===== src/cap_timer_pkg.sv =====
// constants for the eight-bit capture timer
package cap_timer_pkg;

	// ------------------------------------------------------------
	// register indices and byte addresses (byte address = 4 * index)
	// ------------------------------------------------------------
	localparam logic [7:0]  IDX_COMPARE_CAPTURE_A = 8'h1C;
	localparam logic [7:0]  IDX_CAPTURE_B         = 8'h1D;
	localparam logic [7:0]  IDX_TIMER_CONTROL     = 8'h1E;
	localparam logic [7:0]  IDX_AUX_CONTROL       = 8'h1F;
	localparam logic [11:0] ADDR_COMPARE_CAPTURE_A = {2'h0, IDX_COMPARE_CAPTURE_A, 2'h0};
	localparam logic [11:0] ADDR_CAPTURE_B         = {2'h0, IDX_CAPTURE_B, 2'h0};
	localparam logic [11:0] ADDR_TIMER_CONTROL     = {2'h0, IDX_TIMER_CONTROL, 2'h0};
	localparam logic [11:0] ADDR_AUX_CONTROL       = {2'h0, IDX_AUX_CONTROL, 2'h0};

	// ------------------------------------------------------------
	// timer_control fields
	// ------------------------------------------------------------
	localparam int BIT_AUTO_CAPTURE = 6;
	localparam int BIT_RUN          = 4;
	localparam int BIT_CLK_SEL_LO   = 1;
	localparam int BIT_MODE         = 0;
	// aux_control fields
	localparam int BIT_PRESCALE_DIV = 0;
	localparam int BIT_SUSPENDED    = 1;

	// ------------------------------------------------------------
	// reset values and encodings
	// ------------------------------------------------------------
	localparam logic [7:0] RST_DATA    = 8'hFF;
	localparam logic [7:0] CNT_MAX     = 8'hFF;
	localparam logic [2:0] CLK_SEL_EXT = 3'h7;
	localparam logic       MODE_CAPTURE = 1'b1;

	// ------------------------------------------------------------
	// timing: reference clock, bus clock and tick periods
	// ------------------------------------------------------------
	localparam int FC_HZ         = 20_000_000;
	localparam int PCLK_HZ       = 100_000_000;
	localparam int FC_DIV_CYCLES = PCLK_HZ / FC_HZ;
	localparam int SLOW_TICK_NS  = 409_600;
	localparam int FAST_TICK_NS  = 6_400;
	localparam int SLOW_TICK_CYCLES = SLOW_TICK_NS / (1_000_000_000 / PCLK_HZ);
	localparam int FAST_TICK_CYCLES = FAST_TICK_NS / (1_000_000_000 / PCLK_HZ);
	localparam int SLOWEST_SHIFT = 13;
	localparam int PRESCALE_W    = 14;

endpackage : cap_timer_pkg


===== src/timer_events_if.sv =====
// carrier for the tick and pin-edge events feeding the counter core
`timescale 1ns/1ns
`default_nettype none
interface timer_events_if;
	logic tick;
	logic rise;
	logic fall;
	modport prescaler (output tick);
	modport edges     (output rise, output fall);
	modport core      (input tick, input rise, input fall);
endinterface : timer_events_if
`default_nettype wire


===== src/tick_prescaler.sv =====
// source-clock divider producing one-cycle count ticks
`timescale 1ns/1ns
`default_nettype none
module tick_prescaler #(
	parameter int FC_DIV = cap_timer_pkg::FC_DIV_CYCLES
) (
	input  wire logic       pclk,            // bus clock
	input  wire logic       presetn,         // async reset, active low
	input  wire logic       run,             // divider runs while high
	input  wire logic [2:0] clk_sel,         // source clock select
	input  wire logic       div_sel,         // doubles every tick period
	timer_events_if.prescaler ev             // tick out
);
	localparam int W = cap_timer_pkg::PRESCALE_W;

	logic [15:0]  div_r;
	logic [W-1:0] fc_cnt_r;
	wire          fc_en = (div_r == 16'(FC_DIV - 1));
	// tick period is 2^(13 - sel + div) reference cycles
	wire  [3:0]   shift = 4'(cap_timer_pkg::SLOWEST_SHIFT) - {1'b0, clk_sel} + {3'h0, div_sel};
	wire  [W-1:0] mask  = W'((15'h1 << shift) - 15'h1);

	assign ev.tick = run && fc_en && ((fc_cnt_r & mask) == mask);

	always_ff @(posedge pclk or negedge presetn) begin
		if (!presetn) begin
			div_r    <= 16'h0;
			fc_cnt_r <= '0;
		end else if (!run) begin
			div_r    <= 16'h0;
			fc_cnt_r <= '0;
		end else begin
			div_r    <= fc_en ? 16'h0 : div_r + 16'h1;
			fc_cnt_r <= fc_en ? fc_cnt_r + W'(1) : fc_cnt_r;
		end
	end
endmodule : tick_prescaler
`default_nettype wire


===== src/pin_edge_detect.sv =====
// rising and falling edge pulses of the external count input
`timescale 1ns/1ns
`default_nettype none
module pin_edge_detect (
	input  wire logic pclk,                  // bus clock
	input  wire logic presetn,               // async reset, active low
	input  wire logic pin,                   // external count input level
	timer_events_if.edges ev                 // rise and fall pulses
);
	logic prev_r;

	assign ev.rise = pin && !prev_r;
	assign ev.fall = !pin && prev_r;

	always_ff @(posedge pclk or negedge presetn) begin
		if (!presetn)
			prev_r <= 1'b0;
		else
			prev_r <= pin;
	end
endmodule : pin_edge_detect
`default_nettype wire


===== src/eight_bit_capture_timer.sv =====
// eight-bit timer, event counter and capture unit with APB registers
`timescale 1ns/1ns
`default_nettype none
module eight_bit_capture_timer #(
	parameter int FC_DIV = cap_timer_pkg::FC_DIV_CYCLES
) (
	input  wire logic        pclk,            // bus clock, 100 MHz
	input  wire logic        presetn,         // async reset, active low
	input  wire logic        psel,            // apb select
	input  wire logic        penable,         // apb access phase
	input  wire logic        pwrite,          // apb write
	input  wire logic [11:0] paddr,           // apb byte address
	input  wire logic [31:0] pwdata,          // apb write data
	output logic      [31:0] prdata,          // apb read data
	output logic             pready,          // apb ready
	output logic             pslverr,         // apb error on unmapped address
	input  wire logic        ext_count_input, // external pulse pin
	input  wire logic        stop_entry,      // pulse: low-power stop entered
	output logic             timer_irq        // one-cycle interrupt request
);
	// ------------------------------------------------------------
	// registers
	// ------------------------------------------------------------
	logic [7:0]  cnt_r;
	logic [7:0]  compare_capture_a_r;
	logic [7:0]  capture_b_r;
	logic        auto_capture_enable_r;
	logic        run_control_r;
	logic [2:0]  source_clock_select_r;
	logic        op_mode_select_r;
	logic        prescaler_divide_select_r;
	logic        suspended_r;
	logic        irq_r;
	logic [31:0] prdata_r;
	logic        err_r;

	timer_events_if ev ();

	tick_prescaler #(.FC_DIV(FC_DIV)) u_prescaler (
		.pclk    (pclk),
		.presetn (presetn),
		.run     (run_control_r),
		.clk_sel (source_clock_select_r),
		.div_sel (prescaler_divide_select_r),
		.ev      (ev)
	);

	pin_edge_detect u_edges (
		.pclk    (pclk),
		.presetn (presetn),
		.pin     (ext_count_input),
		.ev      (ev)
	);

	// ------------------------------------------------------------
	// apb decode
	// ------------------------------------------------------------
	wire setup     = psel && !penable;
	wire access    = psel && penable;
	wire hit_a     = (paddr == cap_timer_pkg::ADDR_COMPARE_CAPTURE_A);
	wire hit_b     = (paddr == cap_timer_pkg::ADDR_CAPTURE_B);
	wire hit_ctl   = (paddr == cap_timer_pkg::ADDR_TIMER_CONTROL);
	wire hit_aux   = (paddr == cap_timer_pkg::ADDR_AUX_CONTROL);
	wire mapped    = hit_a || hit_b || hit_ctl || hit_aux;
	wire wr        = access && pwrite && mapped;
	wire wr_a      = wr && hit_a;
	wire wr_ctl    = wr && hit_ctl;
	wire wr_aux    = wr && hit_aux;
	wire rd_a      = access && !pwrite && hit_a;

	wire [7:0] ctl_view = {1'b0, auto_capture_enable_r, 1'b0, run_control_r,
	                       source_clock_select_r, op_mode_select_r};
	wire [7:0] aux_view = {6'h0, suspended_r, prescaler_divide_select_r};
	wire [7:0] rd_byte  = hit_a   ? compare_capture_a_r :
	                      hit_b   ? capture_b_r :
	                      hit_ctl ? ctl_view :
	                      hit_aux ? aux_view : 8'h00;

	assign prdata  = prdata_r;
	assign pready  = access;
	assign pslverr = access && err_r;
	assign timer_irq = irq_r;

	// ------------------------------------------------------------
	// counter event decode
	// ------------------------------------------------------------
	wire capture_mode = run_control_r && (op_mode_select_r == cap_timer_pkg::MODE_CAPTURE);
	wire count_mode   = run_control_r && (op_mode_select_r != cap_timer_pkg::MODE_CAPTURE);
	wire event_src    = (source_clock_select_r == cap_timer_pkg::CLK_SEL_EXT);
	wire at_compare   = (cnt_r == compare_capture_a_r);

	// timer/event counting
	wire tmr_match = count_mode && !event_src && at_compare;
	wire evt_match = count_mode && event_src && ev.fall && at_compare;
	wire cm_match  = tmr_match || evt_match;
	wire cm_inc    = count_mode && !cm_match && (event_src ? ev.rise : ev.tick);
	// capture mode events; rise, fall and overflow are blocked while suspended, tick increments are not
	wire cp_rise   = capture_mode && !suspended_r && ev.rise;
	wire cp_fall   = capture_mode && !suspended_r && ev.fall && !ev.rise;
	wire cp_ovf    = capture_mode && !suspended_r && !ev.rise && ev.tick
	                 && (cnt_r == cap_timer_pkg::CNT_MAX);
	wire cp_inc    = capture_mode && !cp_rise && ev.tick;

	wire [7:0] cnt_inc = cnt_r + 8'h01;
	wire [7:0] cnt_nxt = !run_control_r     ? 8'h00 :
	                     (cm_match || cp_rise || cp_ovf) ? 8'h00 :
	                     (cm_inc || cp_inc) ? cnt_inc : cnt_r;
	wire irq_nxt = cm_match || cp_rise || cp_ovf;

	// ------------------------------------------------------------
	// counter and irq
	// ------------------------------------------------------------
	always_ff @(posedge pclk or negedge presetn) begin
		if (!presetn) begin
			cnt_r <= 8'h00;
			irq_r <= 1'b0;
		end else begin
			cnt_r <= cnt_nxt;
			irq_r <= irq_nxt;
		end
	end

	// ------------------------------------------------------------
	// data registers
	// ------------------------------------------------------------
	always_ff @(posedge pclk or negedge presetn) begin
		if (!presetn)
			compare_capture_a_r <= cap_timer_pkg::RST_DATA;
		else if (cp_ovf)
			compare_capture_a_r <= cap_timer_pkg::CNT_MAX;
		else if (cp_rise)
			compare_capture_a_r <= cnt_r;
		else if (wr_a)
			compare_capture_a_r <= pwdata[7:0];
	end

	// auto-capture follows increments only, so the post-match zero is skipped
	always_ff @(posedge pclk or negedge presetn) begin
		if (!presetn)
			capture_b_r <= cap_timer_pkg::RST_DATA;
		else if (cp_fall)
			capture_b_r <= cnt_r;
		else if (cm_inc && auto_capture_enable_r)
			capture_b_r <= cnt_inc;
	end

	// overflow set wins over a same-cycle read
	always_ff @(posedge pclk or negedge presetn) begin
		if (!presetn)
			suspended_r <= 1'b0;
		else if (cp_ovf)
			suspended_r <= 1'b1;
		else if (rd_a || !run_control_r)
			suspended_r <= 1'b0;
	end

	// ------------------------------------------------------------
	// control registers
	// ------------------------------------------------------------
	always_ff @(posedge pclk or negedge presetn) begin
		if (!presetn) begin
			auto_capture_enable_r <= 1'b0;
			source_clock_select_r <= 3'h0;
			op_mode_select_r      <= 1'b0;
		end else if (wr_ctl) begin
			auto_capture_enable_r <= pwdata[cap_timer_pkg::BIT_AUTO_CAPTURE];
			source_clock_select_r <= pwdata[cap_timer_pkg::BIT_CLK_SEL_LO +: 3];
			op_mode_select_r      <= pwdata[cap_timer_pkg::BIT_MODE];
		end
	end

	always_ff @(posedge pclk or negedge presetn) begin
		if (!presetn)
			run_control_r <= 1'b0;
		else if (stop_entry)
			run_control_r <= 1'b0;
		else if (wr_ctl)
			run_control_r <= pwdata[cap_timer_pkg::BIT_RUN];
	end

	always_ff @(posedge pclk or negedge presetn) begin
		if (!presetn)
			prescaler_divide_select_r <= 1'b0;
		else if (wr_aux)
			prescaler_divide_select_r <= pwdata[cap_timer_pkg::BIT_PRESCALE_DIV];
	end

	// ------------------------------------------------------------
	// read data captured in the setup cycle
	// ------------------------------------------------------------
	always_ff @(posedge pclk or negedge presetn) begin
		if (!presetn) begin
			prdata_r <= 32'h0000_0000;
			err_r    <= 1'b0;
		end else if (setup) begin
			prdata_r <= pwrite ? 32'h0000_0000 : {24'h00_0000, rd_byte};
			err_r    <= !mapped;
		end
	end

endmodule : eight_bit_capture_timer
`default_nettype wire


===== config.mk =====
export PLATFORM = sky130hd
export DESIGN_NAME = eight_bit_capture_timer
export DESIGN_NICKNAME = d
export VERILOG_FILES = /design/src/cap_timer_pkg.sv /design/src/timer_events_if.sv /design/src/tick_prescaler.sv /design/src/pin_edge_detect.sv /design/src/eight_bit_capture_timer.sv
export SDC_FILE = /design/constraint.sdc
export NUM_CORES = 1
export LEC_CHECK = 0
export BUFFER_PORTS_ARGS = -buffer_cell sky130_fd_sc_hd__buf_2
export CAP_MARGIN = 15
export CORE_ASPECT_RATIO = 1.25
export CORE_MARGIN = 1.5
export CORE_UTILIZATION = 40
export CTS_CLUSTER_DIAMETER = 30
export CTS_CLUSTER_SIZE = 10
export DETAILED_ROUTE_END_ITERATION = 12
export HOLD_SLACK_MARGIN = 0.05
export SETUP_SLACK_MARGIN = 0.02
export SYNTH_ARGS = -nofsm -noshare
export SYNTH_HDL_FRONTEND = slang
export SYNTH_SLANG_ARGS = --single-unit
export TNS_END_PERCENT = 20

===== constraint.sdc =====
create_clock -name pclk -period 4.3 [get_ports pclk]
set_input_delay 0.43 -clock pclk [delete_from_list [all_inputs] [get_ports pclk]]
set_output_delay 0.43 -clock pclk [all_outputs]
set_load 0.05 [all_outputs]

After elaboration in Yosys (flattened, before gate mapping) --
Index checks and enable logic that the tools add are counted.
Word-level totals: flip-flop bits (word level) 97, bits of input ports 51, output and inout port bits 35, word-level logic and storage cells 113
Operators by class: $add $sub $neg 6, eq/ne operators 11, shifts and indexed selects 1, mux-type cells 22, bitwise operators 2, reductions and logical operators 56
Operators by type and width (number):
- $mux W8 | 11
- $eq A12 B7 Y1 const B | 4
- $logic_and A1 B1 Y1 | 33
- $mux W16 | 2
- $mux W14 | 2
- $add A16 B1 Y16 const B | 1
- $eq A16 B3 Y1 const B | 1
- $add A14 B1 Y14 const B | 1
- $and A14 B14 Y14 | 1
- $eq A14 B14 Y1 | 1
- $shl A1 B4 Y14 const A | 1
- $sub A14 B1 Y14 const B | 1
- $logic_not A1 Y1 | 11
- $add A8 B1 Y8 const B | 1
- $eq A8 B8 Y1 | 1
- $eq A8 B8 Y1 const B | 1
- $logic_or A1 B1 Y1 | 8
- $mux W7 | 1
- $reduce_bool A2 Y1 | 3
- $mux W1 | 5
- $add A4 B1 Y4 | 1
- $sub A4 B3 Y4 const A | 1
- $eq A3 B3 Y1 const B | 1
- $ne A3 B1 Y1 const B | 1
- 4 further kinds | 4

Longest topological paths before layout --
depth in word-level cells 13, gate-level depth with buffers 17

Cells and area by module --
From an unflattened synthesis, not the netlist that was laid out.
Unflattened totals: cells, all modules 511, area, all modules 4720.8 sq um
By module, submodules not included:
- eight_bit_capture_timer | instances 1, cells each 280, area an instance 2656.3 sq um
- tick_prescaler | instances 1, cells each 228, area an instance 2024.4 sq um
- pin_edge_detect | instances 1, cells each 3, area an instance 40.0 sq um

Least setup slack after synthesis --
Ideal clock, no wire load.
path kind register to register, start register source_clock_select_r[0], end register cnt_r[7], arrival 3.407 ns, required time 4.222 ns, path slack 0.815 ns, cell stages (with the launch flop) 18, path buffers 2, clock period less this slack 3.485 ns, path through dfrtp_1 -> inv_1 -> ha_1 -> inv_1 -> ha_1 -> and4bb_2 -> nand3_1 -> ha_1 -> buf_4 -> inv_1 -> o21ai_0 -> a221o_1 -> a221o_1 -> nor4b_4 -> o21ai_2 -> buf_6 -> or3_1 -> a21oi_1
Between the ends: longest elaborated chain between the ends 12
RTL lines:
- start: declaration | line eight_bit_capture_timer.sv:29 | logic [2:0] source_clock_select_r;
- start signal: assignment | line eight_bit_capture_timer.sv:167 | source_clock_select_r <= pwdata[cap_timer_pkg::BIT_CLK_SEL_LO +: 3];
- $sub A4 B3 Y4 | line tick_prescaler.sv:20 | wire [3:0] shift = 4'(cap_timer_pkg::SLOWEST_SHIFT) - {1'b0, clk_sel} + {3'h0, div_sel};
- $add A4 B1 Y4 | line tick_prescaler.sv:20
- $shl A1 B4 Y14 | line tick_prescaler.sv:21 | wire [W-1:0] mask = W'((15'h1 << shift) - 15'h1);
- $sub A14 B1 Y14 | line tick_prescaler.sv:21
- $and A14 B14 Y14 | line tick_prescaler.sv:23 | assign ev.tick = run && fc_en && ((fc_cnt_r & mask) == mask);
- $eq A14 B14 Y1 | line tick_prescaler.sv:23
- $logic_and A1 B1 Y1 | line tick_prescaler.sv:23
- $logic_and A1 B1 Y1 | line eight_bit_capture_timer.sv:100 | wire cp_ovf = capture_mode && !suspended_r && !ev.rise && ev.tick
- $logic_and A1 B1 Y1 | line eight_bit_capture_timer.sv:101 | && (cnt_r == cap_timer_pkg::CNT_MAX);
- $logic_or A1 B1 Y1 | line eight_bit_capture_timer.sv:106 | (cm_match || cp_rise || cp_ovf) ? 8'h00 :
- $mux W8 | line eight_bit_capture_timer.sv:106
- $mux W8 | line eight_bit_capture_timer.sv:105 | wire [7:0] cnt_nxt = !run_control_r ? 8'h00 :
- end signal: assignment | line eight_bit_capture_timer.sv:118 | cnt_r <= cnt_nxt;
- end: declaration | line eight_bit_capture_timer.sv:24 | logic [7:0] cnt_r;
Several ways; a longest one is shown, not always the timed one. A chain may end at the register's enable or synchronous reset.

Worst setup path in the final report --
start register source_clock_select_r[0], end register cnt_r[3]
The elaborated chain is that of the path after synthesis.

==> flow_summary.toml <==
[layout]
num_antenna_cells = 0
filler_cell_count = 1089
layout-drive-gt1-share_pct = 17.7
syn2layout_area_growth_pct = 9.76
finish.net_count = 607

[logic_synthesis]
synth_most_common_cell = "sky130_fd_sc_hd__nand2_1"
netlist_top_cells_area = "sky130_fd_sc_hd__dfrtp_1 (31%), sky130_fd_sc_hd__dfstp_2 (9.1%), sky130_fd_sc_hd__nand2_1 (5.4%)"
synth.cells.most_frequent = "sky130_fd_sc_hd__nand2_1 (66), sky130_fd_sc_hd__dfrtp_1 (57), sky130_fd_sc_hd__nor2_1 (48)"
synth_top_area_share_pct = 30.8
yosysSeqAreaShare_pct = 39.9
synth.distinct_cells = 66
post_synthesis_cell_count = 525
count_of_yosys_warnings_during_synthesis = 0
mappedNetlistArea_sq_mm = 0.00463
dominantRegCellSynth = "sky130_fd_sc_hd__dfrtp_1"
synthDominantAreaCellType = "sky130_fd_sc_hd__dfrtp_1"
postSynth.asyncResetShare_pct = 100
synth-edff-count = 0
ys_ff_latch = 73
average_footprint_of_a_synthesized_cell_sq_um = 8.81

[setup_path]
timing.critical_path.to_type = "register"
crit_path_start_kind = "register"
worst_r2r_endpoint = "cnt_r[3]"
crit_fanout = 14
timing.setup.critical_path_class = "reg -> reg"
worstReg2RegStart = "source_clock_select_r[0]"
cp_cell_sequence = "inv_1, ha_1, inv_1, ha_1, and4bb_2, nand3_1, ha_1, inv_1, o21ai_0, a221o_1, a221o_1, nor4b_4, o21ai_2, or3_1, a21oi_1"
cpPeakStageDelay_ns = 0.41
rrSetupSlack_ns = 0.45
critical_path_required_ns = 4.56
arrival_ns = 4.10
worst-r2r-cell-count = 15
critPathSlowestCell = "sky130_fd_sc_hd__dfrtp_1"

[power]
sequentialPowerShare_pct = 43.5
p_switching_uw = 380
switching_share_pct = 23.5
power-per-cell-area_mw_per_mm2 = 318
power_report.internal_total_mw = 1.24
clockPowerShare_pct = 50.0
leakage_nw = 2.23
report.power.total_mw = 1.62
power.share.combinational_pct = 6.5
peakVddDrop_uv = 136

[clock_tree]
cts.sink_count = 73
clock_latency_ns = 0.34
cts_max_path_buffers = 2
cts_buffers = 9
post_cts_resize_count = 0
cts.repair_timing.setup_buffer_count = 0
cts_root_buffer = "sky130_fd_sc_hd__clkbuf_16"
htree_num_levels = 3
tritoncts = "built"
post_cts_hold_buffer_count = 0
cts.clk_slew.worst_paths_ns = 0.06

[route]
drt_first_pass_iters = 4
detailedRoute.firstIterationViolations = 172
drt-wirelength-per-cell_um = 15.5
dr_total_vias = 3784
via_per_inst = 5.50
wl_um = 10600
antenna_violating_nets_left = 0
drcViolationCount = 0

[die]
ioPinCount = 86
initial_core_util_pct = 41.3
die_height_um = 123
core.rowCount = 43
fp.dieArea_sq_mm = 0.0122
placeableCoreArea_sq_mm = 0.0112
die-width_um = 99.2

[grt]
grtUsageTotal_pct = 18.3
top_usage_layer = "met2"
antenna_violations_before_repair = 0
number_of_global_route_vias_before_repair = 3556
grt.met1_usage_pct = 23.7
grt_overflow_total = 0
groute.layer.met2.usage_pct = 30.7
grt_max_degree = 74
grt_pass1_wl_um = 17600
met3_usage_pct = 2.37

[min_path]
hp-class = "in -> async"

[sta]
finClkSkew_ns = 0.00801
max_freq_ghz = 0.260
setup_tns_ns = 0
final_hold_viol_count = 0
rsz0062_at_grt = "no"
max_slew_margin_pct = 37.9
report.final.setup_viol = 0
finalCriticalPeriod_ns = 3.85
fin_crit_sh_pct = 89.4
final_max_slew_viol_count = 0
worst_slew_pin_slew_ns = 0.931

[place]
gpl.final_weighted_congestion = 0.847
place_hpwl_um = 7600
portBuffers = 37

[run]
drv_cap = 0

[status]
result_of_the_run = "complete, no violations"
==> through the flow <==
stage          cell area (sq um)  util, %  cells  worst slack, ns  hold WS, ns
2_1_floorplan               4710        -    548            0.815        0.134
3_3_place_gp                4760     42.5    673            0.553        0.462
3_5_place_dp                4760     42.5    673            0.482        0.466
4_1_cts                     5080     45.4    688            0.443        0.239
5_1_grt                     5080     45.4    688            0.194        0.250
6_report                    5080     45.4    688            0.454        0.226
==> worst max-delay path by stage <==
stage / endpoint / from
floorplan: cnt_r[7] / source_clock_select_r[0]
global placement: cnt_r[4] / source_clock_select_r[0]
detailed placement: cnt_r[3] / source_clock_select_r[0]
CTS: cnt_r[3] / source_clock_select_r[0]
global route: cnt_r[3] / source_clock_select_r[0]
finish: cnt_r[3] / source_clock_select_r[0]
==> cell type report <==
cell class	instances	area, sq um	area share (%)
tap	135	169	3.33
clock buffer	10	239	4.71
inverter	19	71.3	1.40
sequential	73	1850	36.4
clock inverter	5	80.1	1.58
multi-input combinational	406	2460	48.5
timing repair buffer	40	210	4.14
==> power groups by stage <==
stage	clock (mW)	combinational [mW]	sequential, mW
3_5_place_dp	0	0.105	0.714
2_1_floorplan	0	0.0876	0.712
5_1_grt	0.852	0.114	0.703
6_report	0.808	0.104	0.703
4_1_cts	0.827	0.106	0.702
3_3_place_gp	0	0.104	0.714
==> registers in the layout, summed over array words and instances, names as in the netlist <==
name,cells
auto_capture_enable_r,1
capture_b_r,8
cnt_r,8
compare_capture_a_r,8
err_r,1
op_mode_select_r,1
prdata,8
prescaler_divide_select_r,1
run_control_r,1
source_clock_select_r,3
suspended_r,1
timer_irq,1
u_edges.prev_r,1
u_prescaler.div_r,16
u_prescaler.fc_cnt_r,14
==> cells by family after synthesis <==
logic type / after synthesis / share of synthesized area, %
muxes: 18 / 4.08
adders and majority gates: 7 / 1.89
buffers and inverters: 69 / 8.73
DFF: 73 / 39.9
other: 1 / 0.0810
AOI/OAI and AO/OA: 95 / 14.2
xor gates and xnor gates: 31 / 5.87
and+or+nand+nor: 231 / 25.2
==> worst max-delay path: cells and delay by family, from the launching register on <==
kind / cells / cell delay, ns
flops: 1 / 0.41
buf+inv: 3 / 0.35
compound gates: 5 / 1.24
simple gates: 4 / 1.07
fa+ha+maj: 3 / 0.68
==> placed cells by master (no fill, tap or decap), types with 7 or more instances in the layout <==
master                      count
sky130_fd_sc_hd__and3_1        10
sky130_fd_sc_hd__inv_1         17
sky130_fd_sc_hd__mux2_2         7
sky130_fd_sc_hd__nor2b_1        8
sky130_fd_sc_hd__dfstp_2       16
sky130_fd_sc_hd__nor2_1        48
sky130_fd_sc_hd__mux2i_1       11
sky130_fd_sc_hd__nand4_1        9
sky130_fd_sc_hd__a21oi_1       22
sky130_fd_sc_hd__xor2_1        19
sky130_fd_sc_hd__nand2_1       66
sky130_fd_sc_hd__xnor2_1       12
sky130_fd_sc_hd__clkbuf_16      9
sky130_fd_sc_hd__nand3_1       28
sky130_fd_sc_hd__dfrtp_1       57
sky130_fd_sc_hd__buf_2         36
sky130_fd_sc_hd__ha_1           7
sky130_fd_sc_hd__nor3_1         9
sky130_fd_sc_hd__or3_1         14
sky130_fd_sc_hd__nand2b_1      11
sky130_fd_sc_hd__conb_1        24
sky130_fd_sc_hd__o21ai_0       28
==> routing by layer <==
layer	part of all wire (%)	up-vias	routed length (um)
met2	49	110	5250
li1	-	1833	-
met3	3.8	16	403
met1	45	1825	4770
met5	0	-	0
met4	2.0	0	216
(Power assumes the default switching activity.)
